===== src/logic/glc_pkg.sv =====
package glc_pkg;
   localparam int unsigned CLK_PERIOD_NS = 8;
   localparam int unsigned NS_PER_MS = 1000000;
   localparam int unsigned MS_CYCLES = NS_PER_MS / CLK_PERIOD_NS;

   localparam logic [7:0] ADDR_GLOBAL = 8'h40;
   localparam logic [7:0] ADDR_DEBOUNCE = 8'h42;
   localparam logic [7:0] ADDR_LED_CUR = 8'h43;
   localparam logic [7:0] ADDR_SHARED_PWM = 8'h45;
   localparam logic [7:0] ADDR_TO_FLAG = 8'h48;
   localparam logic [7:0] ADDR_PORT_FIRST = 8'h31;
   localparam logic [7:0] ADDR_PORT_LAST = 8'h5B;

   localparam int unsigned GC_TO_INT_EN_BIT = 5;
   localparam int unsigned GC_PORT_EN_BIT = 4;
   localparam int unsigned GC_SOFT_RST_BIT = 3;
   localparam int unsigned GC_FADE_MSB = 2;
   localparam int unsigned GC_FADE_LSB = 0;
   localparam int unsigned DEB_MSB = 4;
   localparam int unsigned CUR_SEL_BIT = 0;
   localparam int unsigned CUR_FIXED_MSB = 7;
   localparam int unsigned CUR_FIXED_LSB = 6;
   localparam int unsigned TO_FLAG_BIT = 0;

   localparam logic [1:0] CUR_FIXED = 2'h3;
   localparam logic [4:0] DEB_RST = 5'h00;
   localparam logic [5:0] DEB_BASE_MS = 6'h09;
   localparam logic CUR_RST = 1'b0;
   localparam logic [7:0] PWM_RST = 8'h00;
   localparam logic [7:0] PWM_FULL = 8'hFF;

   localparam logic [2:0] FADE_NONE = 3'h0;
   localparam logic [2:0] FADE_MAX_CODE = 3'h5;
   localparam int unsigned FADE_SHORTEST_MS = 256;
   localparam int unsigned FADE_STEPS = 16;
   localparam int unsigned FADE_STEP_BASE_MS = FADE_SHORTEST_MS / FADE_STEPS;
   localparam logic [4:0] LVL_MIN = 5'h00;
   localparam logic [4:0] LVL_MAX = 5'h10;
   localparam int unsigned LVL_SHIFT = 4;

   localparam int unsigned LED_PORTS = 4;

   typedef struct packed {
      logic wr;
      logic rd;
      logic [7:0] addr;
      logic [7:0] wdata;
   } glc_reg_req_t;

   typedef struct packed {
      logic to_int_en;
      logic port_en;
      logic [2:0] fade;
   } glc_global_t;

   localparam glc_global_t GC_RST = '{to_int_en: 1'b0, port_en: 1'b0, fade: 3'h0};

   typedef enum logic [1:0] {
      FADE_OFF = 2'h0,
      FADE_RISE = 2'h1,
      FADE_ON = 2'h3,
      FADE_FALL = 2'h2
   } glc_fade_state_t;
endpackage : glc_pkg


===== src/logic/glc_global_ctrl.sv =====
`timescale 1ns/1ns
// What this block does
// - timeout interrupt asserts, released on flag read
// - disabled ports stop PWM; sinks, inputs left to port bank via port_func_en_o
// - disabled plus key sleep powers everything down
// - enabled ports run regardless of key sleep
// - soft reset restores port registers, self clears
// - fade code zero means no fading
// - fade codes select 256 to 4096 ms
// - debounce time is 9 ms plus code
// - current select: 0 gives 20 mA, 1 gives 10 mA
// - common duty N/256, code 255 full on
// - flag shows timeout since last read
// - reading flag register clears the flag
// - flag set only with timeout detection enabled
// - common select uses shared PWM duty
module glc_global_ctrl #(
   parameter int unsigned MS_CYCLES = glc_pkg::MS_CYCLES
) (
   input wire logic sys_clk_i,
   input wire logic rst_n_i,
   input wire glc_pkg::glc_reg_req_t reg_req_i,
   output logic [7:0] reg_rdata_o,
   output logic port_wr_o,
   output logic port_soft_rst_o,
   input wire logic bus_timeout_i,
   input wire logic timeout_det_en_i,
   input wire logic key_sleep_i,
   input wire logic fade_up_i,
   input wire logic [glc_pkg::LED_PORTS-1:0] port_common_sel_i,
   input wire logic [glc_pkg::LED_PORTS-1:0][7:0] port_own_duty_i,
   output logic int_n_o,
   output logic port_func_en_o,
   output logic power_down_o,
   output logic led_10ma_o,
   output logic [5:0] debounce_ms_o,
   output logic [7:0] shared_duty_o,
   output logic [glc_pkg::LED_PORTS-1:0] led_pwm_o
);
   glc_pkg::glc_global_t gcfg, next_gcfg;
   logic [4:0] deb, next_deb;
   logic [5:0] deb_ms, next_deb_ms;
   logic cur10, next_cur10;
   logic [7:0] spwm, next_spwm;
   logic to_flag, next_to_flag;
   logic [7:0] rdata, next_rdata;
   logic soft_rst, next_soft_rst;
   logic pdown, next_pdown;
   logic [7:0] pwm_cnt, next_pwm_cnt;
   logic [glc_pkg::LED_PORTS-1:0] pwm_q, next_pwm_q;
   logic [glc_pkg::LED_PORTS-1:0] port_on;
   logic [7:0] shared_duty, next_shared_duty;
   logic [4:0] fade_level;
   logic [12:0] fade_prod;
   logic [7:0] rd_byte;
   logic wr_open;

   function automatic logic in_port_range(input logic [7:0] a);
      return (a >= glc_pkg::ADDR_PORT_FIRST) && (a <= glc_pkg::ADDR_PORT_LAST);
   endfunction : in_port_range

   // code 255 is the one value that may not leave a gap in the period
   function automatic logic duty_on(input logic [7:0] duty, input logic [7:0] cnt);
      return (duty == glc_pkg::PWM_FULL) || (cnt < duty);
   endfunction : duty_on

   // the global register itself stays writable, else the lock could never be lifted
   assign wr_open = reg_req_i.wr &&
      (reg_req_i.addr == glc_pkg::ADDR_GLOBAL || !in_port_range(reg_req_i.addr) ||
       gcfg.port_en);
   assign port_wr_o = reg_req_i.wr && in_port_range(reg_req_i.addr) && gcfg.port_en;

   glc_fade_engine #(
      .MS_CYCLES(MS_CYCLES)
   ) u_fade (
      .sys_clk_i(sys_clk_i),
      .rst_n_i(rst_n_i),
      .enable_i(gcfg.port_en),
      .fade_up_i(fade_up_i),
      .fade_code_i(gcfg.fade),
      .level_o(fade_level)
   );

   assign fade_prod = {5'h00, spwm} * {8'h00, fade_level};

   always_comb begin
      rd_byte = 8'h00;
      case (reg_req_i.addr)
         glc_pkg::ADDR_GLOBAL: begin
            rd_byte[glc_pkg::GC_TO_INT_EN_BIT] = gcfg.to_int_en;
            rd_byte[glc_pkg::GC_PORT_EN_BIT] = gcfg.port_en;
            rd_byte[glc_pkg::GC_FADE_MSB:glc_pkg::GC_FADE_LSB] = gcfg.fade;
         end
         glc_pkg::ADDR_DEBOUNCE: rd_byte[glc_pkg::DEB_MSB:0] = deb;
         glc_pkg::ADDR_LED_CUR: begin
            rd_byte[glc_pkg::CUR_FIXED_MSB:glc_pkg::CUR_FIXED_LSB] = glc_pkg::CUR_FIXED;
            rd_byte[glc_pkg::CUR_SEL_BIT] = cur10;
         end
         glc_pkg::ADDR_SHARED_PWM: rd_byte = spwm;
         glc_pkg::ADDR_TO_FLAG: rd_byte[glc_pkg::TO_FLAG_BIT] = to_flag;
         default: rd_byte = 8'h00;
      endcase
   end

   always_comb begin
      next_gcfg = gcfg;
      next_deb = deb;
      next_cur10 = cur10;
      next_spwm = spwm;
      next_soft_rst = 1'b0;
      if (wr_open && reg_req_i.addr == glc_pkg::ADDR_GLOBAL) begin
         if (reg_req_i.wdata[glc_pkg::GC_SOFT_RST_BIT]) begin
            next_gcfg = glc_pkg::GC_RST;
            next_deb = glc_pkg::DEB_RST;
            next_cur10 = glc_pkg::CUR_RST;
            next_spwm = glc_pkg::PWM_RST;
            next_soft_rst = 1'b1;
         end else begin
            next_gcfg.to_int_en = reg_req_i.wdata[glc_pkg::GC_TO_INT_EN_BIT];
            next_gcfg.port_en = reg_req_i.wdata[glc_pkg::GC_PORT_EN_BIT];
            next_gcfg.fade = reg_req_i.wdata[glc_pkg::GC_FADE_MSB:glc_pkg::GC_FADE_LSB];
         end
      end
      if (wr_open && reg_req_i.addr == glc_pkg::ADDR_DEBOUNCE) begin
         next_deb = reg_req_i.wdata[glc_pkg::DEB_MSB:0];
      end
      if (wr_open && reg_req_i.addr == glc_pkg::ADDR_LED_CUR) begin
         next_cur10 = reg_req_i.wdata[glc_pkg::CUR_SEL_BIT];
      end
      if (wr_open && reg_req_i.addr == glc_pkg::ADDR_SHARED_PWM) begin
         next_spwm = reg_req_i.wdata;
      end
      next_deb_ms = glc_pkg::DEB_BASE_MS + {1'b0, next_deb};
   end

   // a timeout landing on the clearing read is kept, so no event is lost
   always_comb begin
      next_to_flag = to_flag;
      if (reg_req_i.rd && reg_req_i.addr == glc_pkg::ADDR_TO_FLAG) begin
         next_to_flag = 1'b0;
      end
      if (bus_timeout_i && timeout_det_en_i) begin
         next_to_flag = 1'b1;
      end
      next_rdata = reg_req_i.rd ? rd_byte : rdata;
      next_pdown = !gcfg.port_en && key_sleep_i;
   end

   generate
      for (genvar i = 0; i < glc_pkg::LED_PORTS; i++) begin : g_port
         assign port_on[i] = duty_on(port_common_sel_i[i] ? shared_duty :
            port_own_duty_i[i], pwm_cnt);
      end
   endgenerate

   always_comb begin
      next_pwm_cnt = pwm_cnt + 8'h01;
      next_pwm_q = gcfg.port_en ? port_on : '0;
      next_shared_duty = fade_prod[glc_pkg::LVL_SHIFT +: 8];
   end

   always_ff @(posedge sys_clk_i or negedge rst_n_i) begin
      if (!rst_n_i) begin
         gcfg <= glc_pkg::GC_RST;
         deb <= glc_pkg::DEB_RST;
         deb_ms <= glc_pkg::DEB_BASE_MS;
         cur10 <= glc_pkg::CUR_RST;
         spwm <= glc_pkg::PWM_RST;
         to_flag <= 1'b0;
         rdata <= 8'h00;
         soft_rst <= 1'b0;
         pdown <= 1'b0;
         pwm_cnt <= 8'h00;
         pwm_q <= '0;
         shared_duty <= glc_pkg::PWM_RST;
      end else begin
         gcfg <= next_gcfg;
         deb <= next_deb;
         deb_ms <= next_deb_ms;
         cur10 <= next_cur10;
         spwm <= next_spwm;
         to_flag <= next_to_flag;
         rdata <= next_rdata;
         soft_rst <= next_soft_rst;
         pdown <= next_pdown;
         pwm_cnt <= next_pwm_cnt;
         pwm_q <= next_pwm_q;
         shared_duty <= next_shared_duty;
      end
   end

   // port outputs (level holding) and inputs are left to the port bank via port_func_en_o, only PWM stops here
   assign port_func_en_o = gcfg.port_en;
   assign int_n_o = !(to_flag && gcfg.to_int_en);
   assign reg_rdata_o = rdata;
   assign port_soft_rst_o = soft_rst;
   assign power_down_o = pdown;
   assign led_10ma_o = cur10;
   assign debounce_ms_o = deb_ms;
   assign shared_duty_o = shared_duty;
   assign led_pwm_o = pwm_q;
endmodule : glc_global_ctrl


===== src/logic/glc_fade_engine.sv =====
`timescale 1ns/1ns
module glc_fade_engine #(
   parameter int unsigned MS_CYCLES = glc_pkg::MS_CYCLES
) (
   input wire logic sys_clk_i,
   input wire logic rst_n_i,
   input wire logic enable_i,
   input wire logic fade_up_i,
   input wire logic [2:0] fade_code_i,
   output logic [4:0] level_o
);
   glc_pkg::glc_fade_state_t state, next_state;
   logic [31:0] timer, next_timer;
   logic [4:0] level, next_level;
   logic [31:0] step_len;
   logic at_end;

   // undefined codes are clamped to the longest ramp so the engine never stalls
   function automatic logic [31:0] step_cycles(input logic [2:0] code);
      logic [2:0] c;
      c = (code > glc_pkg::FADE_MAX_CODE) ? glc_pkg::FADE_MAX_CODE : code;
      return 32'(MS_CYCLES * glc_pkg::FADE_STEP_BASE_MS) << (c - 3'h1);
   endfunction : step_cycles

   assign step_len = step_cycles(fade_code_i);
   assign at_end = fade_up_i ? (level == glc_pkg::LVL_MAX) : (level == glc_pkg::LVL_MIN);
   assign level_o = level;

   always_comb begin
      next_state = state;
      next_timer = timer;
      next_level = level;
      if (!enable_i) begin
         next_state = glc_pkg::FADE_OFF;
         next_timer = '0;
         next_level = glc_pkg::LVL_MIN;
      end else if (fade_code_i == glc_pkg::FADE_NONE) begin
         next_timer = '0;
         next_state = fade_up_i ? glc_pkg::FADE_ON : glc_pkg::FADE_OFF;
         next_level = fade_up_i ? glc_pkg::LVL_MAX : glc_pkg::LVL_MIN;
      end else begin
         case (state)
            glc_pkg::FADE_OFF: begin
               if (fade_up_i) next_state = glc_pkg::FADE_RISE;
            end
            glc_pkg::FADE_ON: begin
               if (!fade_up_i) next_state = glc_pkg::FADE_FALL;
            end
            glc_pkg::FADE_RISE, glc_pkg::FADE_FALL: begin
               if (at_end) begin
                  next_state = fade_up_i ? glc_pkg::FADE_ON : glc_pkg::FADE_OFF;
                  next_timer = '0;
               end else begin
                  next_state = fade_up_i ? glc_pkg::FADE_RISE : glc_pkg::FADE_FALL;
                  next_timer = timer + 32'h1;
                  if (timer >= step_len - 32'h1) begin
                     next_timer = '0;
                     next_level = fade_up_i ? level + 5'h01 : level - 5'h01;
                  end
               end
            end
            default: next_state = glc_pkg::FADE_OFF;
         endcase
      end
   end

   always_ff @(posedge sys_clk_i or negedge rst_n_i) begin
      if (!rst_n_i) begin
         state <= glc_pkg::FADE_OFF;
         timer <= '0;
         level <= glc_pkg::LVL_MIN;
      end else begin
         state <= next_state;
         timer <= next_timer;
         level <= next_level;
      end
   end
endmodule : glc_fade_engine


===== config.mk =====
export PLATFORM = sky130hd
export DESIGN_NAME = glc_global_ctrl
export DESIGN_NICKNAME = d
export VERILOG_FILES = /design/src/logic/glc_pkg.sv /design/src/logic/glc_global_ctrl.sv /design/src/logic/glc_fade_engine.sv
export SDC_FILE = /design/constraint.sdc
export NUM_CORES = 1
export LEC_CHECK = 0
export BUFFER_PORTS_ARGS = -buffer_cell sky130_fd_sc_hd__buf_2
export CORE_MARGIN = 2
export CORE_UTILIZATION = 52
export CTS_CLUSTER_SIZE = 8
export DETAILED_ROUTE_END_ITERATION = 10
export MAX_ROUTING_LAYER = met4
export PLACE_DENSITY_LB_ADDON = 0.08
export REMOVE_ABC_BUFFERS = 1
export SYNTH_ARGS = -nofsm -noshare
export SYNTH_HDL_FRONTEND = slang
export SYNTH_SLANG_ARGS = --single-unit

===== constraint.sdc =====
create_clock -name sys_clk_i -period 12.8 [get_ports sys_clk_i]
set_input_delay 1.28 -clock sys_clk_i [delete_from_list [all_inputs] [get_ports sys_clk_i]]
set_output_delay 1.28 -clock sys_clk_i [all_outputs]
set_load 0.02 [all_outputs]

==> metrics.cfg, run 1 <==
[die]
core-area_um2=13900
die_w_um=123
row_count=43
start_util_pct=53.3
pin_count=92
dieArea_um2=15200
dieHeight_um=123

[timing]
setup-tns-final_ns=0
rsz0062_at_grt=false
slew_viol_final=0
skew_ns=0.00476
period_needed_ns=5.50
clock.fmax_mhz=182
maxSlewHeadroom_pct=21.7
post-route-period-util_pct=43.0
tightest_slew_ns=1.17
hold_viol_final=0
setup_viol=0

[final_layout]
fillers=1244
multiInputGateArea_um2=4700
ff_latch_area_um2=2380
area_growth_pct=11.1
layout.nets=1034
antenna_cells=0
fin_util_pct=59.3
drive_gt1_share_pct=14.6

[synth]
synthTopCellsByCount=dfrtp_1 (93), ha_1 (81), nand2_1 (72), a21oi_1 (60), nor2_1 (52)
synth_top_area_share_pct=31.4
synth_edf_count=0
synth.area.top_cells=dfrtp_1 (31%), ha_1 (14%), mux2i_1 (5.5%)
syn_inst=809
ys_seq_area_share_pct=32.1
yosysTopAreaCell=dfrtp_1
syn_area_per_cell_um2=9.15
post-synth-top-count-cell=dfrtp_1
yosys_warnings=0
synth_seq_cells=95
synthDistinctLibCells=67
syn_area_um2=7400
async_reset_ff_share_pct=100
synthFlopType=dfrtp_1

[global_route]
grt-ovfl-total=0
grt_pass1_vias=6135
grt_usage_pct=25.6
antenna_found_initial=0
grt_max_degree=60
grt_first_pass_wirelength_mm=30.1

[clocking]
cts_tree=done
clk_latency_ns=0.35
cts_setup_buffers=0
cts_resized=0
cts.sinks=95
ctsHoldBuffers=0
clk_pin_slew_ns=0.07
ctsHtreeMaxLevel=3
max-clock-path-buffers=2
cts_inserted_buffers=9
clock-root-buffer=clkbuf_16

[drt]
ant_nets=0
vias=6433
dr.first_iter.drc_count=460
routed_wl_mm=18.3
drc=0
routed_via_density=6.06
drt-pass1-iter-count=5
post_drt_wl_per_cell_um=17.2

[power_and_ir_drop]
power_density_nw_per_um2=82.8
ir_drop_v=0.0000546
power_leakage_nw=4.08

[status]
status=complete, no violations

[critical_path]
setup.worst_path.start_class=flop
crit_arrival_ns=5.74
cp_max_fo=43
worstSetupPathType=reg2reg
crit_path_end_kind=flop
required_ns=13.04

[placed_design]
gp_congestion=0.901
portBuffers=91
hpwl_mm=14.1

[run]
drv_cap=0

[min_path]
hold_path_class=reg2reg

[report_power, final]
group / switching, W / internal, W
Clock: 0.000126 / 0.000134
Combinational: 0.0000624 / 0.0000385
Sequential: 0.0000108 / 0.000310
Total: 0.000199 / 0.000482
[worst max-delay path, cell delays in order (launching register included)]
cell	delay (ns)
dfrtp_1	0.54
a21o_1	0.26
inv_1	0.11
ha_1	0.56
or2_2	0.23
o22a_1	0.20
ha_1	0.24
nand3_1	0.16
a221oi_1	0.31
a31oi_1	0.08
ha_1	0.32
nand2_1	0.05
a2111oi_0	0.46
nand2_1	0.10
o2bb2ai_1	0.84
nor2_4	0.37
and3_1	0.29
a221o_1	0.25
[layer usage]
metal  vias to the layer above  part of all wire (%)  GRT usage, %  wire length [um]
met5                         -                     0             -                 0
met4                         0                   1.6          8.10               290
met3                        25                   4.6          3.14               835
met2                       184                    48          41.4              8850
met1                      3142                    45          33.5              8310
li1                       3082                     -             -                 -
[registers in the layout (all words and copies together), names as in the netlist, 5 cells and up]
register        flops
debounce_ms_o       6
reg_rdata_o         8
pwm_cnt             8
shared_duty_o       8
spwm                8
u_fade.timer       32
deb                 5
u_fade.level_o      5
[through the flow]
stage | instance area (um^2) | setup slack [ns] | cells | total power (W) | hold slack [ns]
after CTS | 8230 | 7.38 | 1061 | 0.000689 | 0.494
after global placement | 7950 | 7.69 | 1045 | 0.000422 | 0.454
final | 8230 | 7.30 | 1061 | 0.000681 | 0.490
after global routing | 8230 | 6.82 | 1061 | 0.000716 | 0.521
after floorplan | 7250 | 8.30 | 772 | 0.000382 | 0.415
after detailed placement | 7950 | 7.40 | 1045 | 0.000427 | 0.476
[logic make-up after synthesis]
family / Yosys count / share of synthesized area, %
AND/OR/NAND/NOR: 272 / 18.9
AO/OA/AOI/OAI: 193 / 17.3
adder cells (fa/ha/maj): 98 / 18.3
flip-flops: 95 / 32.1
buffers and inverters: 82 / 4.38
multiplexers: 45 / 6.15
XOR/XNOR: 24 / 2.84
[path summary, 6_finish.rpt]
kind	slack (ns)	start	depth (start not counted)	endpoint
max in group asynchronous	10.79	rst_n_i	2	gcfg[0]
min	0.49	u_fade.timer[29]	1	u_fade.timer[29]
min in group asynchronous	0.88	rst_n_i	1	led_pwm_o[2]
max	7.30	gcfg[2]	17	u_fade.timer[9]
min reg2reg	0.49	u_fade.timer[29]	1	u_fade.timer[29]
max reg2reg	7.30	gcfg[2]	17	u_fade.timer[9]
[layout by cell type, fill, tap and decap left out, types with 6 or more instances in the layout]
master / instances
dfrtp_1: 93
buf_2: 90
ha_1: 81
nand2_1: 72
a21oi_1: 60
nor2_1: 52
inv_1: 44
mux2i_1: 41
o21ai_0: 27
and2_1: 26
nand3_1: 25
xnor2_1: 18
a31oi_1: 18
fa_1: 17
and3_1: 16
o21a_1: 13
nand4_1: 12
nor3_1: 11
nor4_1: 11
a22o_1: 11
clkbuf_16: 9
nand2b_1: 8
a21o_1: 8
or3_1: 8
nor2b_1: 7
xor2_1: 6
[cell type report]
class	instances	share of cell area (%)
sequential	95	28.9
inverter	45	2.05
clock buffer	9	2.74
tap	180	2.74
multi-input combinational	632	57.1
clock inverter	7	0.684
timing repair buffer	93	5.75
No activity file was read; power rests on OpenSTA's default activity.
==> run 2: changes to the inputs <==
clock period = 5.7 ns   (was 12.8 ns; I/O delays follow)
==> run 2 against run 1 <==
Via count decreased by 0.64%; largest cell class unchanged; final area rose by 0.17%; fmax grew 11%; worst hold slack lost 0.33 ns; utilization rose by 0.099 points; clock skew rose by 0.0023 ns; first-iteration DRC count down 12%; critical endpoint is now u_fade.timer[26]; die area did not move.
==> metrics.cfg, run 2 (same netlist as run 1, synthesis figures left out) <==
[die]
row_count=43  ; unchanged
core-area_um2=13900  ; unchanged
pin_count=92  ; unchanged
start_util_pct=53.3  ; unchanged
die_w_um=123  ; unchanged
dieHeight_um=123  ; unchanged
dieArea_um2=15200  ; unchanged

[placed_design]
place_ws_ns=0.825  ; -6.58 ns
hpwl_mm=14.0  ; -0.16%
portBuffers=91  ; unchanged
gp_congestion=0.906  ; +0.62%

[critical_path]
setup.worst_path.start_class=flop
crit_arrival_ns=5.24  ; -0.50 ns
crit_top_cell=ha_1
crit_buf_inv=3  ; +2
path_depth=20  ; +3
crit_path_end_kind=flop
cp_slowest_cell=ha_1
critPathLaunch=gcfg[1]
reg2reg_from=gcfg[1]
worstSetupPathType=reg2reg
worst_path_largest_cell_delay_ns=0.55  ; -0.29 ns
required_ns=5.98  ; -7.06 ns
rrSetupSlack_ns=0.73  ; -6.57 ns
cp_cell_sequence=inv_1 -> nor2_1 -> inv_1 -> ha_1 -> or2_2 -> o22a_1 -> ha_1 -> nand3_1 -> nor4_1 -> nor2_1 -> a31oi_1 -> ha_1 -> a21oi_1 -> o21ai_0 -> a221o_1 -> o2bb2ai_1 -> nor2_4 -> buf_4 -> a21oi_1 -> mux2i_1
r2r-end=u_fade.timer[26]
cp_max_fo=28  ; -35%
crit_end=u_fade.timer[26]
cp_top_family=simple AND/OR/NAND/NOR gates
reg2reg_depth=20  ; +3

[clocking]
cts.sinks=95  ; unchanged
cts_resized=0  ; unchanged
clock-root-buffer=clkbuf_16
ctsHtreeMaxLevel=3  ; unchanged
clk_pin_slew_ns=0.07  ; about the same
cts_setup_buffers=0  ; unchanged
ctsHoldBuffers=0  ; unchanged
clk_latency_ns=0.36  ; about the same
cts_inserted_buffers=9  ; unchanged
cts_tree=done
max-clock-path-buffers=2  ; unchanged

[timing]
rsz0062_at_grt=false
setup_viol=0  ; unchanged
period_needed_ns=4.97  ; -0.532 ns
hold_viol_final=0  ; unchanged
clock.fmax_mhz=201  ; +11%
setup-tns-final_ns=0  ; unchanged
worst_slack_ns=0.732  ; -6.57 ns
maxSlewHeadroom_pct=28.0  ; +6.3 points
post-route-period-util_pct=87.2  ; +44 points
tightest_slew_ns=1.08  ; -0.0943 ns
slew_viol_final=0  ; unchanged
skew_ns=0.00706  ; +0.00230 ns

[global_route]
grt_max_degree=59  ; -1.7%
grt_pass1_vias=6155  ; +0.33%
grt_first_pass_wirelength_mm=29.9  ; -0.62%
antenna_found_initial=0  ; unchanged
grt_usage_pct=25.4  ; -0.15 points
grt-ovfl-total=0  ; unchanged

[final_layout]
ff_latch_area_um2=2380  ; unchanged
area_growth_pct=11.3
multiInputGateArea_um2=4700  ; unchanged
drive_gt1_share_pct=14.8  ; +0.19 points
regMostFlops=u_fade.timer
layout.nets=1036  ; +0.19%
final_cell_mix=dfrtp_1 (93), buf_2 (90), ha_1 (81)
antenna_cells=0  ; unchanged
largest_register_ffs=32  ; unchanged
fillers=1225  ; -1.5%
layout_commonest_cell=dfrtp_1

[power_and_ir_drop]
power_leakage_nw=4.09  ; +0.18%
ir_drop_v=0.000129  ; +140%
power_density_nw_per_um2=186  ; +120%

[drt]
dr_wl_met2_mm=8.58  ; -3.1%
post_drt_wl_per_cell_um=17.3  ; about the same
dr_wl_met3_mm=1.03  ; +23%
drc=0  ; unchanged
dr.first_iter.drc_count=403  ; -12%
drt-pass1-iter-count=5  ; unchanged
ant_nets=0  ; unchanged
routed_via_density=6.01  ; -0.82%
drt-met1-wl_mm=8.24  ; -0.85%
vias=6392  ; -0.64%
dr.max_layer_used=met4
routed_wl_mm=18.3  ; +0.26%

[status]
status=complete, no violations

[min_path]
hold_path_class=in2async

[run]
drv_cap=0  ; unchanged

## run 2: area by class of cell
cell class | instances | area share (%)
inverter | 45 | 2.05
sequential | 95 | 28.9
clock buffer | 9 | 2.73
clock inverter | 7 | 0.668
multi-input combinational | 632 | 57.0
tap | 180 | 2.73
timing repair buffer | 95 | 5.92
## run 2: worst register-to-register path, stage by stage, from the launching register on
cell and delay, ns:
dfrtp_1 0.47, inv_1 0.22, nor2_1 0.10, inv_1 0.11, ha_1 0.55, or2_2 0.23
o22a_1 0.19, ha_1 0.22, nand3_1 0.14, nor4_1 0.25, nor2_1 0.07, a31oi_1 0.18
ha_1 0.27, a21oi_1 0.14, o21ai_0 0.09, a221o_1 0.38, o2bb2ai_1 0.19, nor2_4 0.49
buf_4 0.32, a21oi_1 0.09, mux2i_1 0.18
## run 2: power breakdown
group,leakage (nW),internal (W),switching (W),total [W]
clock,0.133,0.000301,0.000284,0.000586
sequential,1.26,0.000695,0.0000240,0.000719
combinational,2.69,0.0000864,0.000140,0.000226
total,4.09,0.00108,0.000448,0.00153
## run 2: how the worst min path moves through the flow
stage / start / endpoint / slack, ns / cells past startpoint
after floorplan: rst_n_i / deb[0] / 0.27 / 0
after global placement: u_fade.timer[28] / u_fade.timer[28] / 0.46 / 2
after detailed placement: u_fade.timer[28] / u_fade.timer[28] / 0.46 / 2
after CTS: rst_n_i / led_pwm_o[2] / 0.19 / 1
after global routing: rst_n_i / pwm_cnt[0] / 0.21 / 1
final: rst_n_i / pwm_cnt[0] / 0.16 / 1
## run 2: per-layer routing
layer	global-route usage [%]	vias up
li1	-	3101
met1	32.8	3031
met2	40.4	221
met3	3.55	39
met4	10.2	0
met5	-	-
## run 2: through the flow
stage                     util (%)  cell area, um^2  power, W  hold slack [ns]  std cells
after detailed placement      57.4             7960  0.000958            0.458       1047
after CTS                     59.4             8240   0.00155            0.189       1063
after global placement        57.4             7960  0.000949            0.459       1047
after floorplan                  -             7250  0.000857            0.274        772
final                         59.4             8240   0.00153            0.162       1063
after global routing          59.4             8240   0.00160            0.211       1063
